--- src/hdl/msf_pkg.sv ---
// Purpose: Shared constants and types for the monitor status flag block
// Assumes: Register indices are word indices; byte address is index * 4
// Notes:   One timer tick per TMR_TICK_NS of overheat pin assertion
package msf_pkg;

  localparam int unsigned ADDR_W = 10;
  localparam int unsigned DATA_W = 32;
  localparam int unsigned NUM_LIM = 5;
  localparam int unsigned NUM_FAN = 4;

  // Register indices
  localparam logic [7:0] REG_CFG1     = 8'h40;
  localparam logic [7:0] REG_ST1      = 8'h41;
  localparam logic [7:0] REG_ST2      = 8'h42;
  localparam logic [7:0] REG_VLIM     = 8'h46;
  localparam logic [7:0] REG_TLIM     = 8'h4E;
  localparam logic [7:0] REG_FAN_SPEED_INPUT_MIN = 8'h54;
  localparam logic [7:0] REG_TMR_LIM  = 8'h7A;
  localparam logic [7:0] REG_IRQ_ST   = 8'h80;
  localparam logic [7:0] REG_IRQ_MASK = 8'h81;
  localparam logic [7:0] REG_PIN_MODE = 8'h82;

  // Field positions
  localparam int unsigned ST1_PROC    = 1;
  localparam int unsigned ST1_VCC     = 2;
  localparam int unsigned ST1_REM_ONE = 4;
  localparam int unsigned ST1_SUMMARY = 7;
  localparam int unsigned ST2_HEAT    = 1;
  localparam int unsigned ST2_FAN_ONE = 2;
  localparam int unsigned ST2_SHARED  = 5;
  localparam int unsigned ST2_DIODE1  = 6;
  localparam int unsigned CFG_START   = 0;
  localparam int unsigned CFG_LOCK    = 1;
  localparam int unsigned CFG_FULL    = 3;

  localparam logic [7:0] ST1_USED_MASK    = 8'h76;
  localparam logic [7:0] ST2_USED_MASK    = 8'hFE;
  localparam logic [7:0] IRQ_USED_MASK    = 8'hF6;
  localparam logic [7:0] CFG1_WR_MASK     = 8'h7B;
  localparam logic [7:0] CFG1_LOCKED_MASK = 8'h29;

  // Reset values, and the zero fan minimum that marks an unused input
  localparam logic [7:0]  ST_RST       = 8'h00;
  localparam logic [7:0]  CFG1_RST     = 8'h04;
  localparam logic [7:0]  VLIM_LO_RST  = 8'h00;
  localparam logic [7:0]  VLIM_HI_RST  = 8'hFF;
  localparam logic [7:0]  TLIM_LO_RST  = 8'h81;
  localparam logic [7:0]  TLIM_HI_RST  = 8'h7F;
  localparam logic [15:0] FAN_SPEED_INPUT_MIN_RST = 16'hFFFF;
  localparam logic [15:0] FAN_SPEED_INPUT_MIN_OFF = 16'h0000;
  localparam logic [7:0]  TMR_LIM_RST  = 8'hFF;
  localparam logic [7:0]  MASK_RST     = 8'h00;

  // Timing
  localparam int unsigned CLK_PERIOD_NS = 5;
  localparam int unsigned TMR_TICK_NS   = 1000;
  localparam int unsigned TMR_TICK_CYC  = TMR_TICK_NS / CLK_PERIOD_NS;

  typedef enum logic [1:0] {
    msf_pin_fan_speed_input,
    msf_pin_gpio,
    msf_pin_timer
  } msf_pin_mode_t;

  // Field order puts the processor supply at index 0 of the packed view
  typedef struct packed {
    logic [7:0] temp_r2;
    logic [7:0] temp_local;
    logic [7:0] temp_r1;
    logic [7:0] vcc;
    logic [7:0] proc_sup;
  } msf_readings_t;

  typedef struct packed {
    logic [NUM_FAN-1:0][15:0] count;
    logic [2:0]               drive_on;
  } msf_fan_t;

  function automatic logic [7:0] msf_lim_idx(input int unsigned ch);
    return (ch < 2) ? REG_VLIM + 8'(2 * ch) : REG_TLIM + 8'(2 * (ch - 2));
  endfunction : msf_lim_idx

  function automatic logic [7:0] msf_fan_speed_input_idx(input int unsigned f);
    return REG_FAN_SPEED_INPUT_MIN + 8'(2 * f);
  endfunction : msf_fan_speed_input_idx

endpackage : msf_pkg

--- src/hdl/msf_limit_cmp.sv ---
// Purpose: Window comparison of one reading against its low and high limit
// Assumes: Signed channels hold twos complement readings
// Notes:   Combinational; the caller registers the result into a flag
`timescale 1ns/10ps
module msf_limit_cmp (
  input  wire logic [7:0] i_reading,
  input  wire logic [7:0] i_lo,
  input  wire logic [7:0] i_hi,
  input  wire logic       i_signed,
  output logic            o_out
);
  logic [7:0] flip;
  logic [7:0] rd_b;
  logic [7:0] lo_b;
  logic [7:0] hi_b;

  // Flipping the sign bit turns a signed order into an unsigned one
  assign flip = {i_signed, 7'h00};
  assign rd_b = i_reading ^ flip;
  assign lo_b = i_lo ^ flip;
  assign hi_b = i_hi ^ flip;
  assign o_out = (rd_b > hi_b) | (rd_b <= lo_b);

endmodule : msf_limit_cmp

--- src/hdl/msf_status.sv ---
// Purpose: Sticky out-of-limit status flags behind an Avalon-MM slave
// Assumes: Readings, fan counts and fault levels are synchronous inputs
// Notes:   Every access takes one wait cycle; read data is sampled early
`timescale 1ns/10ps

// Functional notes
// - Supply limit crossings set primary bits 1, 2
// - Temperature limit crossings set primary bits 4-6
// - Read clears primary flag only if cleared
// - Primary bit 7 is OR of secondary
// - Both status registers zero after reset
// - Overheat limit exceeded sets secondary bit 1
// - Overheat flag clears only below hysteresis point
// - Slow or stalled fans one-three set bits 2-4
// - Fan flags suppressed while their drive off
// - Shared pin as fan four sets bit 5
// - Shared pin as output: bit 5 writable
// - Timer mode: long assertion sets bit 5
// - Diode open or short sets bits 6, 7
// - Start bit stays writable after lock
// - Monitoring off forces fans to full drive
// - High limit strict, low limit inclusive
// - Period count above minimum flags slow fan
module msf_status #(
  parameter int unsigned TICK_CYC = msf_pkg::TMR_TICK_CYC
) (
  input  wire logic                          i_core_clk,
  input  wire logic                          i_rstn,
  input  wire logic [msf_pkg::ADDR_W-1:0]    i_avs_address,
  input  wire logic                          i_avs_read,
  input  wire logic                          i_avs_write,
  input  wire logic [msf_pkg::DATA_W-1:0]    i_avs_writedata,
  input  wire logic [3:0]                    i_avs_byteenable,
  output logic      [msf_pkg::DATA_W-1:0]    o_avs_readdata,
  output logic                               o_avs_waitrequest,
  input  wire msf_pkg::msf_readings_t        i_readings,
  input  wire msf_pkg::msf_fan_t             i_fan,
  input  wire logic                          i_overheat_exceed,
  input  wire logic                          i_overheat_cool,
  input  wire logic                          i_shared_pin_in_n,
  input  wire logic [1:0]                    i_diode_fault,
  output logic                               o_shared_pin_out,
  output logic                               o_shared_pin_oe,
  output logic                               o_monitor_en,
  output logic                               o_drive_full,
  output logic                               o_irq
);
  import msf_pkg::*;

  logic                wait_q;
  logic [DATA_W-1:0]   rdata_q;
  logic [7:0]          idx;
  logic                aligned;
  logic                req;
  logic                acc_rd;
  logic                wr_en;
  logic [7:0]          wdat;
  logic [7:0]          rd_mux;
  logic [7:0]          cfg_q;
  logic [7:0]          lim_lo_q [NUM_LIM];
  logic [7:0]          lim_hi_q [NUM_LIM];
  logic [15:0]         fan_speed_input_min_q [NUM_FAN];
  logic [7:0]          tmr_lim_q;
  logic [7:0]          mask_q;
  msf_pin_mode_t       pin_mode_q;
  logic                pin_oe_q;
  logic                drive_full_q;
  logic                irq_q;
  logic [7:0]          st1_q;
  logic [7:0]          st1_d;
  logic [7:0]          st2_q;
  logic [7:0]          st2_d;
  logic [7:0]          irq_st_q;
  logic [7:0]          irq_st_d;
  logic [7:0]          cond1;
  logic [7:0]          cond2;
  logic [7:0]          clr1;
  logic [7:0]          clr2;
  logic [7:0]          ev;
  logic [7:0]          st1_view;
  logic [NUM_LIM-1:0]  lim_out;
  logic [NUM_FAN-1:0]  fan_cond;
  logic [NUM_LIM-1:0][7:0] rd_arr;
  logic [7:0]          tick_cnt_q;
  logic                tick;
  logic [8:0]          ovt_cnt_q;
  logic                tmr_over;
  logic                shared_cond;
  logic                gpio_mode;

  assign idx     = i_avs_address[ADDR_W-1:2];
  assign aligned = (i_avs_address[1:0] == 2'b00);
  assign req     = i_avs_read | i_avs_write;
  assign acc_rd  = req & ~wait_q & i_avs_read & aligned;
  assign wr_en   = req & ~wait_q & i_avs_write & aligned & i_avs_byteenable[0];
  assign wdat    = i_avs_writedata[7:0];
  assign gpio_mode = (pin_mode_q == msf_pin_gpio);

  // One wait cycle lets read data settle into a flop before acceptance
  always_ff @(posedge i_core_clk or negedge i_rstn) begin
    if (!i_rstn) begin
      wait_q <= 1'b1;
    end else begin
      wait_q <= ~(req & wait_q);
    end
  end

  always_ff @(posedge i_core_clk or negedge i_rstn) begin
    if (!i_rstn) begin
      rdata_q <= 32'h0000_0000;
    end else if (req && wait_q && i_avs_read) begin
      rdata_q <= {24'h00_0000, rd_mux};
    end
  end

  assign o_avs_readdata    = rdata_q;
  assign o_avs_waitrequest = wait_q;

  assign st1_view = st1_q | {|st2_q, 7'h00};

  always_comb begin
    rd_mux = 8'h00;
    if (aligned) begin
      unique case (idx)
        REG_CFG1:     rd_mux = cfg_q;
        REG_ST1:      rd_mux = st1_view;
        REG_ST2:      rd_mux = st2_q;
        REG_TMR_LIM:  rd_mux = tmr_lim_q;
        REG_IRQ_ST:   rd_mux = irq_st_q;
        REG_IRQ_MASK: rd_mux = mask_q;
        REG_PIN_MODE: rd_mux = {6'h00, pin_mode_q};
        default:      rd_mux = 8'h00;
      endcase
      for (int c = 0; c < NUM_LIM; c++) begin
        if (idx == msf_lim_idx(c)) rd_mux = lim_lo_q[c];
        if (idx == msf_lim_idx(c) + 8'h01) rd_mux = lim_hi_q[c];
      end
      for (int f = 0; f < NUM_FAN; f++) begin
        if (idx == msf_fan_speed_input_idx(f)) rd_mux = fan_speed_input_min_q[f][7:0];
        if (idx == msf_fan_speed_input_idx(f) + 8'h01) rd_mux = fan_speed_input_min_q[f][15:8];
      end
    end
  end

  // Lock is write once; start, full speed and spin-up stay writable
  always_ff @(posedge i_core_clk or negedge i_rstn) begin
    if (!i_rstn) begin
      cfg_q <= CFG1_RST;
    end else if (wr_en && idx == REG_CFG1) begin
      if (cfg_q[CFG_LOCK]) begin
        cfg_q <= (cfg_q & ~CFG1_LOCKED_MASK) | (wdat & CFG1_LOCKED_MASK);
      end else begin
        cfg_q <= (cfg_q & ~CFG1_WR_MASK) | (wdat & CFG1_WR_MASK);
      end
    end
  end

  always_ff @(posedge i_core_clk or negedge i_rstn) begin
    if (!i_rstn) begin
      tmr_lim_q  <= TMR_LIM_RST;
      mask_q     <= MASK_RST;
      pin_mode_q <= msf_pin_fan_speed_input;
    end else if (wr_en) begin
      if (idx == REG_TMR_LIM) tmr_lim_q <= wdat;
      if (idx == REG_IRQ_MASK) mask_q <= wdat & IRQ_USED_MASK;
      if (idx == REG_PIN_MODE && wdat[1:0] != 2'b11) begin
        pin_mode_q <= msf_pin_mode_t'(wdat[1:0]);
      end
    end
  end

  assign rd_arr = i_readings;

  for (genvar g = 0; g < NUM_LIM; g++) begin : g_lim
    localparam logic [7:0] LO_A = msf_lim_idx(g);
    always_ff @(posedge i_core_clk or negedge i_rstn) begin
      if (!i_rstn) begin
        lim_lo_q[g] <= (g < 2) ? VLIM_LO_RST : TLIM_LO_RST;
        lim_hi_q[g] <= (g < 2) ? VLIM_HI_RST : TLIM_HI_RST;
      end else if (wr_en && idx == LO_A) begin
        lim_lo_q[g] <= wdat;
      end else if (wr_en && idx == LO_A + 8'h01) begin
        lim_hi_q[g] <= wdat;
      end
    end
    msf_limit_cmp u_cmp (
      .i_reading (rd_arr[g]),
      .i_lo      (lim_lo_q[g]),
      .i_hi      (lim_hi_q[g]),
      .i_signed  (g >= 2),
      .o_out     (lim_out[g])
    );
  end

  for (genvar f = 0; f < NUM_FAN; f++) begin : g_fan
    localparam logic [7:0] LO_A = msf_fan_speed_input_idx(f);
    localparam int unsigned DRV = (f < 3) ? f : 2;
    always_ff @(posedge i_core_clk or negedge i_rstn) begin
      if (!i_rstn) begin
        fan_speed_input_min_q[f] <= FAN_SPEED_INPUT_MIN_RST;
      end else if (wr_en && idx == LO_A) begin
        fan_speed_input_min_q[f][7:0] <= wdat;
      end else if (wr_en && idx == LO_A + 8'h01) begin
        fan_speed_input_min_q[f][15:8] <= wdat;
      end
    end
    // All-ones or zero minimum marks an unused fan input
    assign fan_cond[f] = (i_fan.count[f] > fan_speed_input_min_q[f])
                       & (fan_speed_input_min_q[f] != FAN_SPEED_INPUT_MIN_RST)
                       & (fan_speed_input_min_q[f] != FAN_SPEED_INPUT_MIN_OFF)
                       & i_fan.drive_on[DRV];
  end

  // Overheat timer accumulates assertion ticks until status is read
  assign tick = (tick_cnt_q == 8'(TICK_CYC - 1));

  always_ff @(posedge i_core_clk or negedge i_rstn) begin
    if (!i_rstn) begin
      tick_cnt_q <= 8'h00;
    end else begin
      tick_cnt_q <= tick ? 8'h00 : tick_cnt_q + 8'h01;
    end
  end

  always_ff @(posedge i_core_clk or negedge i_rstn) begin
    if (!i_rstn) begin
      ovt_cnt_q <= 9'h000;
    end else if (pin_mode_q != msf_pin_timer || (acc_rd && idx == REG_ST2)) begin
      ovt_cnt_q <= 9'h000;
    end else if (tick && !i_shared_pin_in_n && ovt_cnt_q != 9'h1FF) begin
      ovt_cnt_q <= ovt_cnt_q + 9'h001;
    end
  end

  assign tmr_over = ovt_cnt_q > {1'b0, tmr_lim_q};

  always_comb begin
    unique case (pin_mode_q)
      msf_pin_fan_speed_input:  shared_cond = fan_cond[3];
      msf_pin_timer: shared_cond = tmr_over;
      default:       shared_cond = 1'b0;
    endcase
  end

  assign cond1 = {1'b0, lim_out[4:2], 1'b0, lim_out[1:0], 1'b0};
  assign cond2 = {i_diode_fault, shared_cond, fan_cond[2:0],
                  i_overheat_exceed, 1'b0};

  // Only bits that the host actually saw are cleared by its read
  assign clr1 = (acc_rd && idx == REG_ST1) ? rdata_q[7:0] : 8'h00;
  always_comb begin
    clr2 = (acc_rd && idx == REG_ST2) ? rdata_q[7:0] : 8'h00;
    clr2[ST2_HEAT] = clr2[ST2_HEAT] & i_overheat_cool;
  end

  assign st1_d = (cond1 | (st1_q & ~clr1)) & ST1_USED_MASK;

  always_comb begin
    st2_d = (cond2 | (st2_q & ~clr2)) & ST2_USED_MASK;
    if (gpio_mode) begin
      st2_d[ST2_SHARED] = (wr_en && idx == REG_ST2) ? wdat[ST2_SHARED]
                                                   : st2_q[ST2_SHARED];
    end
  end

  always_ff @(posedge i_core_clk or negedge i_rstn) begin
    if (!i_rstn) begin
      st1_q <= ST_RST;
      st2_q <= ST_RST;
    end else begin
      st1_q <= st1_d;
      st2_q <= st2_d;
    end
  end

  // Interrupt events: new primary flags, or any new secondary flag except bit 5 in GPIO mode
  always_comb begin
    ev = st1_d & ~st1_q;
    ev[ST1_SUMMARY] = |((st2_d & ~st2_q) & ~{2'b00, gpio_mode, 5'h00});
    irq_st_d = ev & IRQ_USED_MASK;
    irq_st_d = irq_st_d | (irq_st_q & ~((wr_en && idx == REG_IRQ_ST) ? wdat : 8'h00));
  end

  always_ff @(posedge i_core_clk or negedge i_rstn) begin
    if (!i_rstn) begin
      irq_st_q <= ST_RST;
      irq_q    <= 1'b0;
    end else begin
      irq_st_q <= irq_st_d;
      irq_q    <= |(irq_st_q & mask_q);
    end
  end

  always_ff @(posedge i_core_clk or negedge i_rstn) begin
    if (!i_rstn) begin
      drive_full_q <= 1'b1;
      pin_oe_q     <= 1'b0;
    end else begin
      drive_full_q <= ~cfg_q[CFG_START] | cfg_q[CFG_FULL];
      pin_oe_q     <= gpio_mode;
    end
  end

  assign o_monitor_en     = cfg_q[CFG_START];
  assign o_drive_full     = drive_full_q;
  assign o_shared_pin_out = st2_q[ST2_SHARED];
  assign o_shared_pin_oe  = pin_oe_q;
  assign o_irq            = irq_q;
endmodule : msf_status

--- config.mk ---
export PLATFORM = sky130hd
export DESIGN_NAME = msf_status
export DESIGN_NICKNAME = d
export VERILOG_FILES = /design/src/hdl/msf_pkg.sv /design/src/hdl/msf_limit_cmp.sv /design/src/hdl/msf_status.sv
export SDC_FILE = /design/constraint.sdc
export NUM_CORES = 1
export LEC_CHECK = 0
export BUFFER_PORTS_ARGS = -buffer_cell sky130_fd_sc_hd__buf_4
export CAP_MARGIN = 20
export CORE_UTILIZATION = 30
export DETAILED_ROUTE_END_ITERATION = 12
export GPL_TIMING_DRIVEN = 1
export PLACE_DENSITY = 0.49
export SLEW_MARGIN = 5
export SYNTH_ARGS = -nofsm -noshare
export SYNTH_HDL_FRONTEND = slang
export SYNTH_SLANG_ARGS = --single-unit
--- constraint.sdc ---
create_clock -name i_core_clk -period 5.8 [get_ports i_core_clk]
set_clock_uncertainty 0.2 [all_clocks]
set_input_delay 0.29 -clock i_core_clk [delete_from_list [all_inputs] [get_ports i_core_clk]]
set_output_delay 0.29 -clock i_core_clk [all_outputs]
set_load 0.01 [all_outputs]
==> results.md <==
- Status: completed
- Number of warnings issued by yosys: 0
- Seq/Total Area, Yosys: 0.376
- Power, Total: 3.72 mW
- Worst-case clock buffer depth: 3
- Final setup margin: 2480 ps
- GRT busiest layer: met2
- Critical path depth: 8
- Fin crit share: 0.572
- I/O Buffers: 148
- Congestion Overflow GR: 0
- Core box area: 48000 um^2
- Initial antenna violation count: 0
- CTS clock-pin slew for the worst setup and hold paths: 60 ps
- Slew headroom: 0.319
- Worst hold path startpoint: i_fan[2]
- Post-DP HPWL: 39700 um
- Reg2reg start: st2_q[5]
- RSZ-0062 raised after global routing: false
- Largest net degree at the start of global routing: 114
- XOR/XNOR share of the synthesized area: 0.00715
- Type of origin of the critical path: input port
- CTS resizes: 0
- Max Fanout on Critical Path: 50
- Max Clock Freq: 301 MHz
- Avg WL per Cell: 22.1 um
- WHS: 62.1 ps
- Largest family of logic cells by synthesized area: compound AO/OA/AOI/OAI gates
- Cell total after placement: 2305
- Synthesized-area fraction occupied by adder cells: 0.132
- Die extent in y: 223 um
- Post-synth EDFFs: 0
- Root buffer cell: clkbuf_16
- Worst hold path type: in2reg
- Initial core utilization: 0.306
- ANT nets after route: 0
- Slowest-stage cell, CP: nor2b_1
- CTS buffer count: 26
- Final nets: 2053
- Worst setup path category: in2reg
- Slew @ Worst Pin: 1020 ps
- Synth Register Bits: 215
- Compound-Gate Fraction of Synth Area: 0.165
- Vias in the first global route: 12.9k
- Dpl ws: 2360 ps
- Synth-to-Final Area Change: 18.5%
- Diodes inserted: 0
- Synth Cell Area: 14700 um^2
- FP Rows: 80
- Post-Synth Simple-Gate Area: 0.159
- Arr. time, crit path: 3540 ps
- Crit-path most repeated cell: nand2_1
- Worst path required time: 6020 ps
- Die W: 223 um
- Final hold vios: 0
- Setup bufs post-CTS: 0
- Leakage power: 7.75 nW
- Cells on worst reg2reg path: 7
- Setup TNS: 0 ps
- Crit. Startpoint: i_avs_address[3]
- DRC violations left: 0
- Tmin final: 3320 ps
- First-pass iteration count of the detailed router: 5
- Share of post-route cells with drive strength above 1: 0.252
- Hold_buf cts: 18
- CP peak stage delay: 880 ps
- Slew Limit Fails: 0
- Synth Flop Type: dfstp_2
- TritonCTS clock tree: built
- Crit path capture: st2_q[1]
- First-pass GRT wire length: 79100 um
- H-tree levels: 1
- M1 GR Usage: 0.296
- Syn Inst Count: 1597
- Starting DRT DRC Count: 1177
- Power per cell area: 214 nW/um^2
- Async SR Flop Fraction: 1.00
- Peak supply drop: 0.000198 V
- Clock latency on the worst-skew pair: 540 ps
- Cell-by-cell trace of the critical path: buf_4, nor2b_1, nand2_1, nor2_1, nand3_1, nand2_1, nand2_1, dlygate4sd3_1
- Cell Area, Placed: 16300 um^2
- Clk sinks: 215
- Fin cells: 2370
- Final instance area: 17400 um^2
- Detailed Route WL: 52300 um
- Unique masters post-synth: 78
- Met3 global-route usage: 0.0336
- I/O pins: 200
- Final Setup Violations: 0
- Die Area: 49900 um^2
- R2R Setup Slk: 2530 ps
- Mux contribution to synthesized area: 0.0919
- Syn avg cell area: 9.20 um^2
- Total track usage: 0.208
- DR vias: 12.9k
- R2R Path End: o_avs_readdata[7]
- Worst Path Buf+Inv: 2
- Placer Congestion: 0.879
- Vias/cell: 5.44
- Worst setup EP type: flip-flop
- Post-layout util: 0.363
- Met2 GRT Util: 0.325
- Top cell family by delay on the critical path: simple AND/OR/NAND/NOR gates
- Total of max-cap violations: 0
-- worst register-to-register path, delay by kind of cell (launching register included) --
| kind | cells | cell delay (ps) |
|---|---|---|
| AO/OA/AOI/OAI | 6 | 1920 |
| AND/OR/NAND/NOR | 1 | 540 |
| flip-flops | 1 | 480 |
-- layout make-up --
class / instances / area (um^2)
Fill cell: 4873 / 30600
Multi-Input combinational cell: 1167 / 8260
Sequential cell: 215 / 5530
Timing Repair Buffer: 175 / 1380
Clock buffer: 37 / 783
Tap cell: 615 / 769
Inverter: 151 / 567
Clock inverter: 10 / 136
-- registers in the layout (all words and copies together), names as in the netlist --
register	flops
cfg_q	6
fan_speed_input_min_q	64
irq_st_q	8
lim_hi_q	40
lim_lo_q	40
mask_q	6
o_avs_readdata	8
o_avs_waitrequest	1
o_drive_full	1
o_irq	1
o_shared_pin_oe	1
ovt_cnt_q	9
pin_mode_q	2
st1_q	5
st2_q	7
tick_cnt_q	8
tmr_lim_q	8
-- Yosys cell counts (all sizes together), types with 38 or more instances --
cell | n | share of area
nor2 | 88 | 0.022
nand3 | 52 | 0.018
a21oi | 74 | 0.025
ha | 155 | 0.13
dfstp | 117 | 0.21
nand4 | 38 | 0.016
dfrtp | 98 | 0.17
mux2 | 107 | 0.082
clkbuf | 47 | 0.012
o21ai | 120 | 0.041
buf | 40 | 0.018
nand2 | 175 | 0.045
inv | 151 | 0.039
-- kinds of logic after synthesis --
group	count (synthesis)
muxes	119
DFF	215
and+or+nand+nor	481
buffers and inverters	238
adders and majority gates	155
xor gates and xnor gates	12
AOI/OAI and AO/OA	376
other	1
-- per-layer routing --
| layer | part of all wire | routed length [um] |
|---|---|---|
| met4 | 0.026 | 1380 |
| met3 | 0.066 | 3440 |
| met2 | 0.44 | 23100 |
| met5 | 0 | 0 |
| met1 | 0.47 | 24400 |
-- report_power, final --
group | leakage [nW] | switching (mW) | internal, mW
sequential | 2.37 | 0.0312 | 1.53
combinational | 4.93 | 0.244 | 0.163
clock | 0.446 | 0.683 | 1.07
-- worst min path at each step --
stage | end | slack (ps) | cells past startpoint
after floorplan | cfg_q[0] | -210 | 0
after global placement | tick_cnt_q[0] | 240 | 1
after detailed placement | tick_cnt_q[0] | 250 | 1
after CTS | st2_q[5] | 40 | 5
after global routing | st2_q[5] | 80 | 5
final | st2_q[5] | 60 | 5
-- layout by cell type (no fill, tap or decap), types with 11 or more instances in the layout --
cell           instances
conb_1                24
nor3_1                29
nor2b_1               18
o21ai_0              120
inv_1                150
dfstp_2              117
a21oi_1               74
clkbuf_16             27
buf_4                155
mux2_2               107
dlygate4sd3_1         18
a22o_1                11
nand2_1              175
a22oi_1               22
nand4_1               38
nand3_1               52
dfrtp_1               98
o22ai_1               18
ha_1                 155
a211oi_1              16
nor2_1                88
nor4_1                33
a21o_1                23
nand2b_1              13
Note: power is estimated with default switching activity, not from simulation.
